==> config.mk <==
export PLATFORM = sky130hd
export DESIGN_NAME = remote_message_front_end
export DESIGN_NICKNAME = d
export VERILOG_FILES = /design/src/rtl/rmfe_pkg.sv /design/src/rtl/remote_message_front_end.sv /design/src/rtl/rmfe_idle_timers.sv /design/src/rtl/rmfe_tick_gen.sv
export VERILOG_INCLUDE_DIRS = /design/src /design/src/rtl
export SDC_FILE = /design/constraint.sdc
export NUM_CORES = 1
export LEC_CHECK = 0
export ABC_AREA = 1
export BUFFER_PORTS_ARGS = -buffer_cell sky130_fd_sc_hd__buf_2
export CORE_MARGIN = 1.5
export CORE_UTILIZATION = 55
export DETAILED_ROUTE_END_ITERATION = 6
export GPL_TIMING_DRIVEN = 0
export PLACE_DENSITY_LB_ADDON = 0.3
export SLEW_MARGIN = 10
export SYNTH_ARGS = -nofsm -noshare
export SYNTH_HDL_FRONTEND = slang
export SYNTH_HIERARCHICAL = 1
export SYNTH_SLANG_ARGS = --single-unit
==> constraint.sdc <==
create_clock -name i_core_clk -period 2.4 [get_ports i_core_clk]
set_input_delay 0.6 -clock i_core_clk [delete_from_list [all_inputs] [get_ports i_core_clk]]
set_output_delay 0.6 -clock i_core_clk [all_outputs]
set_load 0.01 [all_outputs]
==> src/rtl/rmfe_cfg.svh <==
// Purpose: Constants of the remote message front end: characters, ports, times and cycle counts.
// Assumes: Core clock of 50 MHz; all times run on the internal time base.
// Notes:   Definitions only; included by bare name.
//
// Operation
// - Device answers queries within about 5 ms USB, 10 ms Ethernet, 2 ms CAN.
// - Port 502 takes only Modbus TCP; other ports take Modbus RTU or SCPI.
// - Off port 502, the first byte picks Modbus RTU or SCPI handling.
// - Port 502 needs the seven-byte MBAP header; other frames there are errors.
// - GPIB link takes SCPI only; USB takes both SCPI and Modbus RTU.
// - A byte gap of the set timeout ends a message; split commands become separate.
// - Inter-byte timeout is settable from the local menu and by remote command.
// - Without terminator, processing starts only after the full gap after the last byte.
// - SCPI LF, CR or CRLF ends the gap wait at once and releases the message.
// - An idle socket is closed after the set idle period; reconnect any time.
// - Set values from every location are checked against the adjustment limits.
// - SCPI limit errors are held until the host queries them, never sent unasked.
// - Serial and Ethernet take both protocols; CAN takes modified Modbus RTU only.
// - First byte 1 to 41 is a Modbus error; 42 and above is SCPI text.
// - Socket idle timeout defaults to 5 s, may be raised; keep-alive disables it.
`ifndef RMFE_CFG_SVH
`define RMFE_CFG_SVH

`define RMFE_CLK_HZ          50000000
`define RMFE_TICK_TIME_MS    1
`define RMFE_MS_CYCLES       ((`RMFE_CLK_HZ / 1000) * `RMFE_TICK_TIME_MS)
`define RMFE_MS_PER_S        1000
`define RMFE_GAP_DEFAULT_MS  8'h05
`define RMFE_IDLE_DEFAULT_S  8'h05
`define RMFE_RESP_USB_MS     8'h05
`define RMFE_RESP_ETH_MS     8'h0A
`define RMFE_RESP_CAN_MS     8'h02
`define RMFE_MBTCP_PORT      16'h01F6
`define RMFE_RTU_ADDR        8'h00
`define RMFE_SCPI_MIN        8'h2A
`define RMFE_CHAR_LF         8'h0A
`define RMFE_CHAR_CR         8'h0D
`define RMFE_MBAP_PID_LO     3'h2
`define RMFE_MBAP_PID_HI     3'h3
`define RMFE_MBTCP_MIN_BYTES 3'h7

`endif

==> src/rtl/rmfe_pkg.sv <==
// Purpose: Types shared by the remote message front end.
// Assumes: Used by full name only, never imported.
// Notes:   Receive states follow a Gray path idle, body, terminator.
package rmfe_pkg;

    typedef enum logic [2:0] {
        LINK_USB    = 3'h0,
        LINK_SERIAL = 3'h1,
        LINK_ETH    = 3'h2,
        LINK_CAN    = 3'h3,
        LINK_GPIB   = 3'h4
    } link_type;

    typedef enum logic [1:0] {
        PROTO_RTU  = 2'h0,
        PROTO_SCPI = 2'h1,
        PROTO_TCP  = 2'h2,
        PROTO_ERR  = 2'h3
    } proto_type;

    typedef enum logic [1:0] {
        RX_IDLE = 2'h0,
        RX_BODY = 2'h1,
        RX_TERM = 2'h3
    } rx_state_type;

endpackage

==> src/rtl/remote_message_front_end.sv <==
// Purpose: Byte stream front end: protocol pick, message delimiting, idle close, limit checks.
// Assumes: Bytes arrive one per cycle at most with a link type and socket port beside them.
// Notes:   Command decoding lies behind this block; it sees forwarded bytes and end pulses.
`timescale 1ns/100ps
`include "rmfe_cfg.svh"
module remote_message_front_end #(
    parameter int MS_CYCLES = `RMFE_MS_CYCLES,
    parameter int MS_PER_S  = `RMFE_MS_PER_S,
    parameter int NUM_SOCK  = 4,
    parameter int SW        = 2
) (
    // Clock and reset
    input  wire logic                i_core_clk,
    input  wire logic                i_rst_b,
    // Receive stream
    input  wire rmfe_pkg::link_type  i_link,
    input  wire logic [15:0]         i_rx_port,
    input  wire logic                i_rx_valid,
    input  wire logic [7:0]          i_rx_byte,
    input  wire logic [SW-1:0]       i_rx_sock,
    // Transmit activity and sockets
    input  wire logic                i_tx_valid,
    input  wire logic [SW-1:0]       i_tx_sock,
    input  wire logic [NUM_SOCK-1:0] i_sock_open,
    input  wire logic                i_resp_sent,
    // Settings
    input  wire logic                i_gap_local_wr,
    input  wire logic                i_gap_remote_wr,
    input  wire logic [7:0]          i_gap_ms,
    input  wire logic [7:0]          i_idle_s,
    input  wire logic                i_keep_alive,
    // Set values and limits
    input  wire logic                i_setv_valid,
    input  wire logic [15:0]         i_setv_value,
    input  wire logic                i_setv_scpi,
    input  wire logic [15:0]         i_lim_low,
    input  wire logic [15:0]         i_lim_high,
    input  wire logic                i_err_query,
    // Forwarded message
    output logic                     o_fwd_valid,
    output logic [7:0]               o_fwd_byte,
    output logic                     o_fwd_first,
    output logic                     o_msg_done,
    output rmfe_pkg::proto_type      o_msg_proto,
    output logic                     o_comm_err,
    // Status
    output logic [7:0]               o_gap_value,
    output logic [NUM_SOCK-1:0]      o_sock_close,
    output logic                     o_resp_late,
    output logic                     o_setv_accept,
    output logic                     o_setv_reject,
    output logic                     o_err_pending,
    output logic                     o_err_report
);
    localparam int CW = $clog2(MS_CYCLES + 1);

    rmfe_pkg::rx_state_type state_reg;
    rmfe_pkg::rx_state_type state_next;
    rmfe_pkg::proto_type    proto_next;
    logic [CW-1:0]          gap_sub_reg;
    logic [7:0]             gap_ms_reg;
    logic [2:0]             byte_idx_reg;
    logic                   resp_wait_reg;
    logic [7:0]             resp_ms_reg;
    logic                   ms_tick;
    logic                   s_tick;

    // First-byte protocol choice
    function automatic rmfe_pkg::proto_type classify(input logic [7:0] b,
                                                     input rmfe_pkg::link_type l,
                                                     input logic tcp_port);
        if (tcp_port) begin
            classify = rmfe_pkg::PROTO_TCP;
        end else if (b == `RMFE_RTU_ADDR) begin
            classify = (l == rmfe_pkg::LINK_GPIB) ? rmfe_pkg::PROTO_ERR : rmfe_pkg::PROTO_RTU;
        end else if (b < `RMFE_SCPI_MIN) begin
            classify = rmfe_pkg::PROTO_ERR;
        end else begin
            classify = (l == rmfe_pkg::LINK_CAN) ? rmfe_pkg::PROTO_ERR : rmfe_pkg::PROTO_SCPI;
        end
    endfunction

    // Byte decode
    wire rx_lf      = (i_rx_byte == `RMFE_CHAR_LF);
    wire rx_cr      = (i_rx_byte == `RMFE_CHAR_CR);
    wire tcp_port   = (i_link == rmfe_pkg::LINK_ETH) && (i_rx_port == `RMFE_MBTCP_PORT);
    wire in_body    = (state_reg == rmfe_pkg::RX_BODY);
    wire start_msg  = i_rx_valid && ((state_reg == rmfe_pkg::RX_IDLE) ||
                      (state_reg == rmfe_pkg::RX_TERM && !rx_lf));
    wire term_hit   = i_rx_valid && in_body && (o_msg_proto == rmfe_pkg::PROTO_SCPI) &&
                      (rx_lf || rx_cr);
    wire body_byte  = i_rx_valid && in_body && !term_hit;
    wire rmfe_pkg::proto_type first_proto = classify(i_rx_byte, i_link, tcp_port);

    // Header check: protocol id bytes of the MBAP header must be zero
    wire mbap_bad   = body_byte && (o_msg_proto == rmfe_pkg::PROTO_TCP) && (i_rx_byte != 8'h00) &&
                      (byte_idx_reg == `RMFE_MBAP_PID_LO || byte_idx_reg == `RMFE_MBAP_PID_HI);

    // Gap expiry: exactly the set number of ms after the latest byte
    wire gap_tick   = (gap_sub_reg == CW'(MS_CYCLES - 1));
    wire gap_expire = (state_reg != rmfe_pkg::RX_IDLE) && !i_rx_valid && gap_tick &&
                      (gap_ms_reg == o_gap_value - 8'h01);
    wire body_gap   = gap_expire && in_body;
    wire tcp_short  = body_gap && (o_msg_proto == rmfe_pkg::PROTO_TCP) &&
                      (byte_idx_reg < `RMFE_MBTCP_MIN_BYTES);

    // Next state and protocol
    assign state_next = start_msg                ? rmfe_pkg::RX_BODY :
                        (term_hit && rx_cr)      ? rmfe_pkg::RX_TERM :
                        (term_hit || gap_expire || (i_rx_valid && !in_body)) ? rmfe_pkg::RX_IDLE :
                        state_reg;
    assign proto_next = start_msg               ? first_proto :
                        (mbap_bad || tcp_short) ? rmfe_pkg::PROTO_ERR :
                        o_msg_proto;

    // Answers and events
    wire done_next  = term_hit || body_gap;
    wire err_next   = (start_msg && first_proto == rmfe_pkg::PROTO_ERR) || mbap_bad || tcp_short;
    wire fwd_next   = (start_msg && first_proto != rmfe_pkg::PROTO_ERR) ||
                      (body_byte && o_msg_proto != rmfe_pkg::PROTO_ERR && !mbap_bad);
    // Zero would wrap to a 256 ms gap, so it loads 1 ms
    wire [7:0] gap_set = (i_gap_ms == 8'h00) ? 8'h01 : i_gap_ms;

    // Receive state, protocol and forwarding
    always_ff @(posedge i_core_clk or negedge i_rst_b) begin
        if (!i_rst_b) begin
            state_reg   <= rmfe_pkg::RX_IDLE;
            o_msg_proto <= rmfe_pkg::PROTO_RTU;
            o_fwd_valid <= 1'b0;
            o_fwd_byte  <= 8'h00;
            o_fwd_first <= 1'b0;
            o_msg_done  <= 1'b0;
            o_comm_err  <= 1'b0;
        end else begin
            state_reg   <= state_next;
            o_msg_proto <= proto_next;
            o_fwd_valid <= fwd_next;
            o_fwd_byte  <= i_rx_valid ? i_rx_byte : o_fwd_byte;
            o_fwd_first <= start_msg;
            o_msg_done  <= done_next;
            o_comm_err  <= err_next;
        end
    end

    // Inter-byte timer and byte position; any byte restarts the timer
    always_ff @(posedge i_core_clk or negedge i_rst_b) begin
        if (!i_rst_b) begin
            gap_sub_reg  <= '0;
            gap_ms_reg   <= 8'h00;
            byte_idx_reg <= 3'h0;
        end else begin
            if (i_rx_valid || state_reg == rmfe_pkg::RX_IDLE) begin
                gap_sub_reg <= '0;
                gap_ms_reg  <= 8'h00;
            end else begin
                gap_sub_reg <= gap_tick ? '0 : gap_sub_reg + 1'b1;
                gap_ms_reg  <= gap_tick ? gap_ms_reg + 8'h01 : gap_ms_reg;
            end
            if (start_msg) begin
                byte_idx_reg <= 3'h1;
            end else if (body_byte && byte_idx_reg != 3'h7) begin
                byte_idx_reg <= byte_idx_reg + 3'h1;
            end
        end
    end

    // Gap setting: local menu and remote command share one register, either write loads gap_set
    always_ff @(posedge i_core_clk or negedge i_rst_b) begin
        if (!i_rst_b) begin
            o_gap_value <= `RMFE_GAP_DEFAULT_MS;
        end else if (i_gap_local_wr || i_gap_remote_wr) begin
            o_gap_value <= gap_set;
        end
    end

    // Response budget per link; serial and GPIB use the USB figure
    wire [7:0] resp_budget = (i_link == rmfe_pkg::LINK_ETH) ? `RMFE_RESP_ETH_MS :
                             (i_link == rmfe_pkg::LINK_CAN) ? `RMFE_RESP_CAN_MS : `RMFE_RESP_USB_MS;
    wire resp_over = resp_wait_reg && ms_tick && (resp_ms_reg == resp_budget - 8'h01);

    // Answer watchdog; flags a late answer to the processing side
    always_ff @(posedge i_core_clk or negedge i_rst_b) begin
        if (!i_rst_b) begin
            resp_wait_reg <= 1'b0;
            resp_ms_reg   <= 8'h00;
            o_resp_late   <= 1'b0;
        end else begin
            o_resp_late <= resp_over && !i_resp_sent;
            if (done_next && proto_next != rmfe_pkg::PROTO_ERR) begin
                resp_wait_reg <= 1'b1;
                resp_ms_reg   <= 8'h00;
            end else if (i_resp_sent || resp_over) begin
                resp_wait_reg <= 1'b0;
            end else if (resp_wait_reg && ms_tick) begin
                resp_ms_reg <= resp_ms_reg + 8'h01;
            end
        end
    end

    // Limit check applies to every control location alike
    wire setv_ok = (i_setv_value >= i_lim_low) && (i_setv_value <= i_lim_high);
    wire scpi_fail = i_setv_valid && !setv_ok && i_setv_scpi;

    // SCPI errors wait for a query; a new failure in the query cycle stays pending
    always_ff @(posedge i_core_clk or negedge i_rst_b) begin
        if (!i_rst_b) begin
            o_setv_accept <= 1'b0;
            o_setv_reject <= 1'b0;
            o_err_pending <= 1'b0;
            o_err_report  <= 1'b0;
        end else begin
            o_setv_accept <= i_setv_valid && setv_ok;
            o_setv_reject <= i_setv_valid && !setv_ok && !i_setv_scpi;
            o_err_report  <= i_err_query && o_err_pending;
            o_err_pending <= scpi_fail || (o_err_pending && !i_err_query);
        end
    end

    // Time base
    rmfe_tick_gen #(
        .MS_CYCLES (MS_CYCLES),
        .MS_PER_S  (MS_PER_S)
    ) u_tick (
        .i_core_clk (i_core_clk),
        .i_rst_b    (i_rst_b),
        .o_ms_tick  (ms_tick),
        .o_s_tick   (s_tick)
    );

    // Socket idle timers
    rmfe_idle_timers #(
        .NUM_SOCK (NUM_SOCK),
        .SW       (SW)
    ) u_idle (
        .i_core_clk   (i_core_clk),
        .i_rst_b      (i_rst_b),
        .i_s_tick     (s_tick),
        .i_timeout_s  (i_idle_s),
        .i_keep_alive (i_keep_alive),
        .i_sock_open  (i_sock_open),
        .i_rx_valid   (i_rx_valid),
        .i_rx_sock    (i_rx_sock),
        .i_tx_valid   (i_tx_valid),
        .i_tx_sock    (i_tx_sock),
        .o_close      (o_sock_close)
    );
endmodule

==> src/rtl/rmfe_idle_timers.sv <==
// Purpose: One idle timer per socket; pulses a close request when a socket stays silent.
// Assumes: Second enable from the tick generator; socket indices are in range.
// Notes:   Resolution is one second, so a close comes between timeout-1 and timeout s.
`timescale 1ns/100ps
`include "rmfe_cfg.svh"
module rmfe_idle_timers #(
    parameter int NUM_SOCK = 4,
    parameter int SW       = 2
) (
    // Clock and reset
    input  wire logic                i_core_clk,
    input  wire logic                i_rst_b,
    // Time base and setting
    input  wire logic                i_s_tick,
    input  wire logic [7:0]          i_timeout_s,
    input  wire logic                i_keep_alive,
    // Socket traffic
    input  wire logic [NUM_SOCK-1:0] i_sock_open,
    input  wire logic                i_rx_valid,
    input  wire logic [SW-1:0]       i_rx_sock,
    input  wire logic                i_tx_valid,
    input  wire logic [SW-1:0]       i_tx_sock,
    // Close requests
    output logic [NUM_SOCK-1:0]      o_close
);
    logic [7:0] idle_reg [NUM_SOCK];

    // Timeout may be raised but never set below the default
    wire [7:0] limit_s = (i_timeout_s < `RMFE_IDLE_DEFAULT_S) ? `RMFE_IDLE_DEFAULT_S : i_timeout_s;

    // Per-socket counters; traffic either way restarts only its own socket
    always_ff @(posedge i_core_clk or negedge i_rst_b) begin
        if (!i_rst_b) begin
            o_close <= '0;
            for (int s = 0; s < NUM_SOCK; s++) begin
                idle_reg[s] <= 8'h00;
            end
        end else begin
            for (int s = 0; s < NUM_SOCK; s++) begin
                o_close[s] <= 1'b0;
                if (!i_sock_open[s] || (i_rx_valid && i_rx_sock == SW'(s)) ||
                    (i_tx_valid && i_tx_sock == SW'(s))) begin
                    idle_reg[s] <= 8'h00;
                end else if (i_s_tick) begin
                    if (idle_reg[s] == limit_s - 8'h01) begin
                        idle_reg[s] <= 8'h00;
                        o_close[s]  <= !i_keep_alive;
                    end else begin
                        idle_reg[s] <= idle_reg[s] + 8'h01;
                    end
                end
            end
        end
    end
endmodule

==> src/rtl/rmfe_tick_gen.sv <==
// Purpose: Millisecond and second enable pulses from the core clock.
// Assumes: Free running from reset release.
// Notes:   One-cycle pulses; the second pulse coincides with a millisecond pulse.
`timescale 1ns/100ps
module rmfe_tick_gen #(
    parameter int MS_CYCLES = 50000,
    parameter int MS_PER_S  = 1000
) (
    // Clock and reset
    input  wire logic i_core_clk,
    input  wire logic i_rst_b,
    // Enables
    output logic      o_ms_tick,
    output logic      o_s_tick
);
    localparam int CW = $clog2(MS_CYCLES + 1);
    localparam int MW = $clog2(MS_PER_S + 1);

    logic [CW-1:0] cyc_reg;
    logic [MW-1:0] ms_reg;
    wire           cyc_wrap = (cyc_reg == CW'(MS_CYCLES - 1));
    wire           ms_wrap  = cyc_wrap && (ms_reg == MW'(MS_PER_S - 1));

    // Divider chain
    always_ff @(posedge i_core_clk or negedge i_rst_b) begin
        if (!i_rst_b) begin
            cyc_reg   <= '0;
            ms_reg    <= '0;
            o_ms_tick <= 1'b0;
            o_s_tick  <= 1'b0;
        end else begin
            cyc_reg   <= cyc_wrap ? '0 : cyc_reg + 1'b1;
            ms_reg    <= ms_wrap ? '0 : (cyc_wrap ? ms_reg + 1'b1 : ms_reg);
            o_ms_tick <= cyc_wrap;
            o_s_tick  <= ms_wrap;
        end
    end
endmodule

==> flow_summary.toml, run 1 <==
[timing]
rsz0062_at_grt = "true"
hold_viol_final = 0
worstMarginPinSlew_ps = 554
period_minus_slack_ps = 2320
maxSlewViolCount = 0
fmax_ghz = 0.431
worst_clock_skew_ps = 8.78
final-setup-viol-count = 0
period_share_pct = 96.6
tns_ps = 0
relSlewSlack_pct = 62.9

[clock_network]
clockRootBuffer = "clkbuf_16"
clock_path_buffers = 2
clkLatencyLatePin_ps = 430
clock_sinks = 129
cts_buffers = 17
cts_tree = "yes"
cts_htree_levels = 4
hold_buffers = 0
clk_pin_slew_ps = 60

[synthesis]
yosys.cell_types.count = 53
syn-num-nets = 1401
synth_top_family_by_area = "simple AND/OR/NAND/NOR gates"
synth-simple-area-share_pct = 36.8
async_flop_share_pct = 100
synth_compound_area_share_pct = 7.44
synth_area_um2 = 8950
ys_seq_area_share_pct = 36.1
synth_fa_ha_area_share_pct = 6.57
synthXorXnorAreaFrac_pct = 4.01
ys_ff_latch = 129
muxShareOfSynthArea_pct = 0.252
ys.flop_type = "dfrtp_1"
syn_inst = 1244
avgSynthCellArea_um2 = 7.19
ys_warn_count = 6
synth_edf_count = 0

[cells_and_area]
final_cell_mix = "nand2_1, inv_1, buf_2, dfrtp_1, nor2_1"
fin_nets = 1563
post-route-util_pct = 67.0
area_growth_pct = 18.8
layout_commonest_cell = "nand2_1"
final_layout_size_suffix_gt1_share_pct = 19.7
largest_register_ffs = 32
antenna_cells = 0

[power]
vdd_drop_max_uv = 540
leakagePower_uw = 0.00548
p_per_area_nw_per_um2 = 572

[worst_setup_path]
crit_path_end_kind = "flip-flop"
cp.arrival_ps = 2630
startpoint_type = "input pin"
cp_max_fo = 9
cp.required_ps = 2710
path_class = "input pin to flip-flop"

[run]
cap_violations = 0

[routing]
vias = 8515
initialDrtViolationCount = 670
viasPerCell = 5.21
wl_per_cell_um = 12.7
ant_nets = 0
remaining_drc_errors = 0
dr.pass1.iters = 6
drt_wl_total_um = 20800

[floorplan]
initial_utilization_pct = 56.3
core_um2 = 15900
die_w_um = 131
die_height_um = 131
io_pins = 141
num_rows = 46
die_area_um2 = 17000

[run_status]
outcome = "completed"

[global_routing]
antenna_found_initial = 0
globalRouteOverflowTotal = 0
track_usage_pct = 25.8
grt_max_degree = 75
grt_pass1_wl_um = 35100
first_global_vias = 8118

[placement]
place_congestion = 0.899
dp_hpwl_um = 15200
port_buffers = 140

[hold_path]
hp-class = "input pin to asynchronous set/reset pin"
path summary, 6_finish.rpt:
| path | startpoint | endpoint | slack, ps | cells after the start |
|---|---|---|---|---|
| worst max-delay path | i_idle_s[3] | u_idle/idle_reg[13] | 80 | 16 |
| worst min-delay path | i_rst_b | u_idle/idle_reg[20] | 120 | 1 |
| worst max register to register | o_gap_value[0] | resp_ms_reg[3] | 150 | 11 |
| worst min register to register | o_fwd_byte[0] | o_fwd_byte[0] | 460 | 2 |
| max in group asynchronous | i_rst_b | gap_sub_reg[6] | 1540 | 2 |
| min in group i_core_clk | i_setv_scpi | o_setv_reject | 340 | 2 |
stage by stage:
| step | setup slack [ps] | instances | hold WS, ps | area, um^2 | power (uW) |
|---|---|---|---|---|---|
| after floorplan | 96.6 | 1244 | 304 | 8950 | 3020 |
| after global placement | -1050 | 1600 | 448 | 9920 | 3360 |
| after detailed placement | -361 | 1601 | 455 | 9950 | 3400 |
| after CTS | 62.2 | 1633 | 144 | 10600 | 6110 |
| after global routing | -55.6 | 1635 | 161 | 10600 | 6380 |
| final | 81.8 | 1635 | 119 | 10600 | 6080 |
synthesized netlist by cell type (3+ instances only):
cell,count,area share [%]
dfrtp_1,127,36
nand2_1,352,15
nor2_4,7,0.88
nand2_2,11,0.77
nor2_1,127,5.3
ha_1,47,6.6
xnor2_1,12,1.2
a21oi_1,47,2.6
inv_2,16,0.67
o21ai_1,6,0.34
nor3_2,3,0.34
xor2_1,29,2.8
o21ai_0,32,1.8
inv_1,177,7.4
o21bai_1,5,0.42
nand4_1,30,2.1
nand3_2,10,1.1
nand3b_1,8,0.67
nand3_1,87,4.9
nor3_1,23,1.3
nor4_1,5,0.35
a31oi_1,8,0.56
clkbuf_1,7,0.29
nor2_2,20,1.4
nand3_4,7,1.4
nor3b_1,5,0.42
routing by layer:
layer	up-vias	routed length [um]	global-route usage [%]
met4	0	430	8.47
li1	4308	-	-
met2	289	9870	44.6
met5	-	0	0
met1	3865	9170	31.5
met3	53	1330	6.88
worst max-delay path, cell delays in order:
cell     delay, ps
buf_2          140
inv_2           90
nand2_1         80
nor2_1         110
nand3_2        150
nand2_4        120
inv_1           60
ha_2           220
nand4_1        180
nand2_1        200
nand3_1        130
nand2_1         60
nor2_1         170
nand3_4        160
nand2_1         90
nand2_1         60
what timing repair did:
action,in CTS,in global routing
buffers inserted,0,1
resized for setup,0,15
setup endpoints to repair,0,45
cell type report:
type,instances,area (um^2)
Sequential cell,129,3230
Clock buffer,17,425
Multi-Input combinational cell,911,4990
Buffer,11,61.3
Tap cell,216,270
Timing Repair Buffer,142,742
Inverter,194,731
Clock inverter,15,184
Fill cell,1338,5250
report_power, final:
group	internal, uW	leakage (uW)	switching [uW]
Clock	1640	0.000290	1060
Sequential	2280	0.00171	77.5
Combinational	382	0.00348	641
Total	4300	0.00548	1780
cells by family (layout without fill, tap and decap cells):
logic type / count (synthesis) / in the layout
simple gates: 705 / 706
buf+inv: 205 / 379
flops: 129 / 129
compound gates: 115 / 115
fa+ha+maj: 47 / 47
xor+xnor: 41 / 41
mux: 2 / 2
Note: power is estimated with default switching activity, not from simulation.
==> run 2: changes to the inputs <==
--- a/config.mk
+++ b/config.mk
@@ -9,7 +9,7 @@
 export ABC_AREA = 1
 export BUFFER_PORTS_ARGS = -buffer_cell sky130_fd_sc_hd__buf_2
 export CORE_MARGIN = 1.5
-export CORE_UTILIZATION = 55
+export CORE_UTILIZATION = 47
 export DETAILED_ROUTE_END_ITERATION = 6
 export GPL_TIMING_DRIVEN = 0
 export PLACE_DENSITY_LB_ADDON = 0.3
==> flow_summary.toml, run 2 (synthesized netlist as in run 1, its figures left out) <==
[run_status]
outcome = "completed"

[placement]
place_congestion = 0.913
port_buffers = 140
dp_hpwl_um = 15300
dp_cells = 1619

[floorplan]
core_um2 = 18700
die_w_um = 141
die_height_um = 141
io_pins = 141
num_rows = 50
initial_utilization_pct = 47.8
die_area_um2 = 19900

[routing]
dr.pass1.iters = 6
viasPerCell = 5.05
remaining_drc_errors = 0
initialDrtViolationCount = 348
wl_per_cell_um = 12.4
ant_nets = 0
drt_wl_total_um = 20500
vias = 8343

[timing]
maxSlewViolCount = 0
relSlewSlack_pct = 57.0
worst_clock_skew_ps = 11.0
worstMarginPinSlew_ps = 644
period_minus_slack_ps = 2240
fmax_ghz = 0.446
hold_viol_final = 0
period_share_pct = 93.5
final-setup-viol-count = 0

[worst_setup_path]
r2r_slack_ps = 170
crit_path_end_kind = "flip-flop"
startpoint_type = "input pin"
path_class = "input pin to flip-flop"
cp.arrival_ps = 2550
worst_r2r_path_depth = 13
cp_max_fo = 5
r2r-start = "o_gap_value[0]"
timing.rr.end = "resp_wait_reg"
cp.required_ps = 2710

[power]
vdd_drop_max_uv = 492
leakagePower_uw = 0.00546
p_total_uw = 5880
p_per_area_nw_per_um2 = 551

[cells_and_area]
largest_register_ffs = 32
final_layout_size_suffix_gt1_share_pct = 20.1
n_fill_cell = 1808
area_growth_pct = 19.3
antenna_cells = 0
final_cells = 1653
final_cell_mix = "nand2_1, inv_1, buf_2, dfrtp_1, nor2_1"
fin_nets = 1563
layout_commonest_cell = "nand2_1"

[global_routing]
grt_max_degree = 68
globalRouteOverflowTotal = 0
first_global_vias = 7799
grt_pass1_wl_um = 34500
track_usage_pct = 21.3
antenna_found_initial = 0

[clock_network]
clkLatencyLatePin_ps = 420
cts_tree = "yes"
clockRootBuffer = "clkbuf_16"
cts_htree_levels = 4
clock_sinks = 129
cts_buffers = 17
clk_pin_slew_ps = 60
clock_path_buffers = 2
post_cts_buffers = 0

[hold_path]
hp-class = "input pin to asynchronous set/reset pin"

[run]
cap_violations = 0
## run 2: cell types whose count changed in the layout (fill, tap and decap cells not counted), sizes merged
cell      previous run  this run
buf                146       145
clkinvlp             3         4
clkinv               6         7
bufinv               3         1
clkbuf              24        27
nand3              105       106
inv                197       194
## run 2: per-stage QoR
step                setup slack (ps)  instance area (um^2)  utilization [%]  hold slack [ps]  setup TNS [ps]
global route                   -11.7                 10700             57.1              232           -17.9
detailed placement              -412                  9980             53.3              459          -13740
floorplan                       96.6                  8950                -              304               0
finish                           157                 10700             57.1              187               0
global placement               -1090                  9940             53.2              453         -150710
CTS                             30.0                 10600             56.4              207               0
## run 2: what timing repair did
action	in CTS	in global routing
hold buffers	0	0
gates resized for setup	0	26
setup endpoints to repair	0	45
## run 2: how the worst max path moves through the flow
stage,end,depth (start not counted),slack (ps),from
floorplan,u_idle/idle_reg[16],15,100,i_idle_s[4]
global placement,gap_sub_reg[0],1,-1090,i_rst_b
detailed placement,u_idle/idle_reg[30],18,-410,i_idle_s[4]
CTS,u_idle/idle_reg[22],18,30,i_idle_s[4]
global route,u_idle/idle_reg[12],18,-10,i_idle_s[3]
finish,u_idle/idle_reg[9],18,160,i_idle_s[3]
## run 2: metal layers
metal	global-route usage, %	routed length, um	vias up
met5	0	0	-
met4	7.07	237	0
met3	4.59	863	21
met2	36.1	9990	176
met1	27.0	9450	3832
li1	-	-	4314
## run 2: power breakdown
group          internal (uW)  switching (uW)
clock network           1500             989
logic                    388             646
registers               2280            76.4
total                   4170            1710
## run 2: layout make-up
class | instances | area, um^2 | area share [%]
Multi-Input combinational cell | 912 | 5050 | 47.3
Sequential cell | 129 | 3230 | 30.3
Timing Repair Buffer | 141 | 734 | 6.88
Inverter | 194 | 731 | 6.84
Clock buffer | 20 | 467 | 4.37
Tap cell | 234 | 293 | 2.74
Clock inverter | 12 | 110 | 1.03
Buffer | 11 | 61.3 | 0.574
## run 2: critical path, stage by stage
cell     delay [ps]
buf_2           140
inv_2            80
nand2_1          80
nor2_2          130
nand3_4         130
nand2_4         120
inv_1            80
ha_4            180
inv_1           100
nand3_2         120
nand3_1         110
nand2_1          50
nor2_1           80
nand2_1         100
nor2_4          180
nand3_4         120
nand2_1          80
nand2_1          40
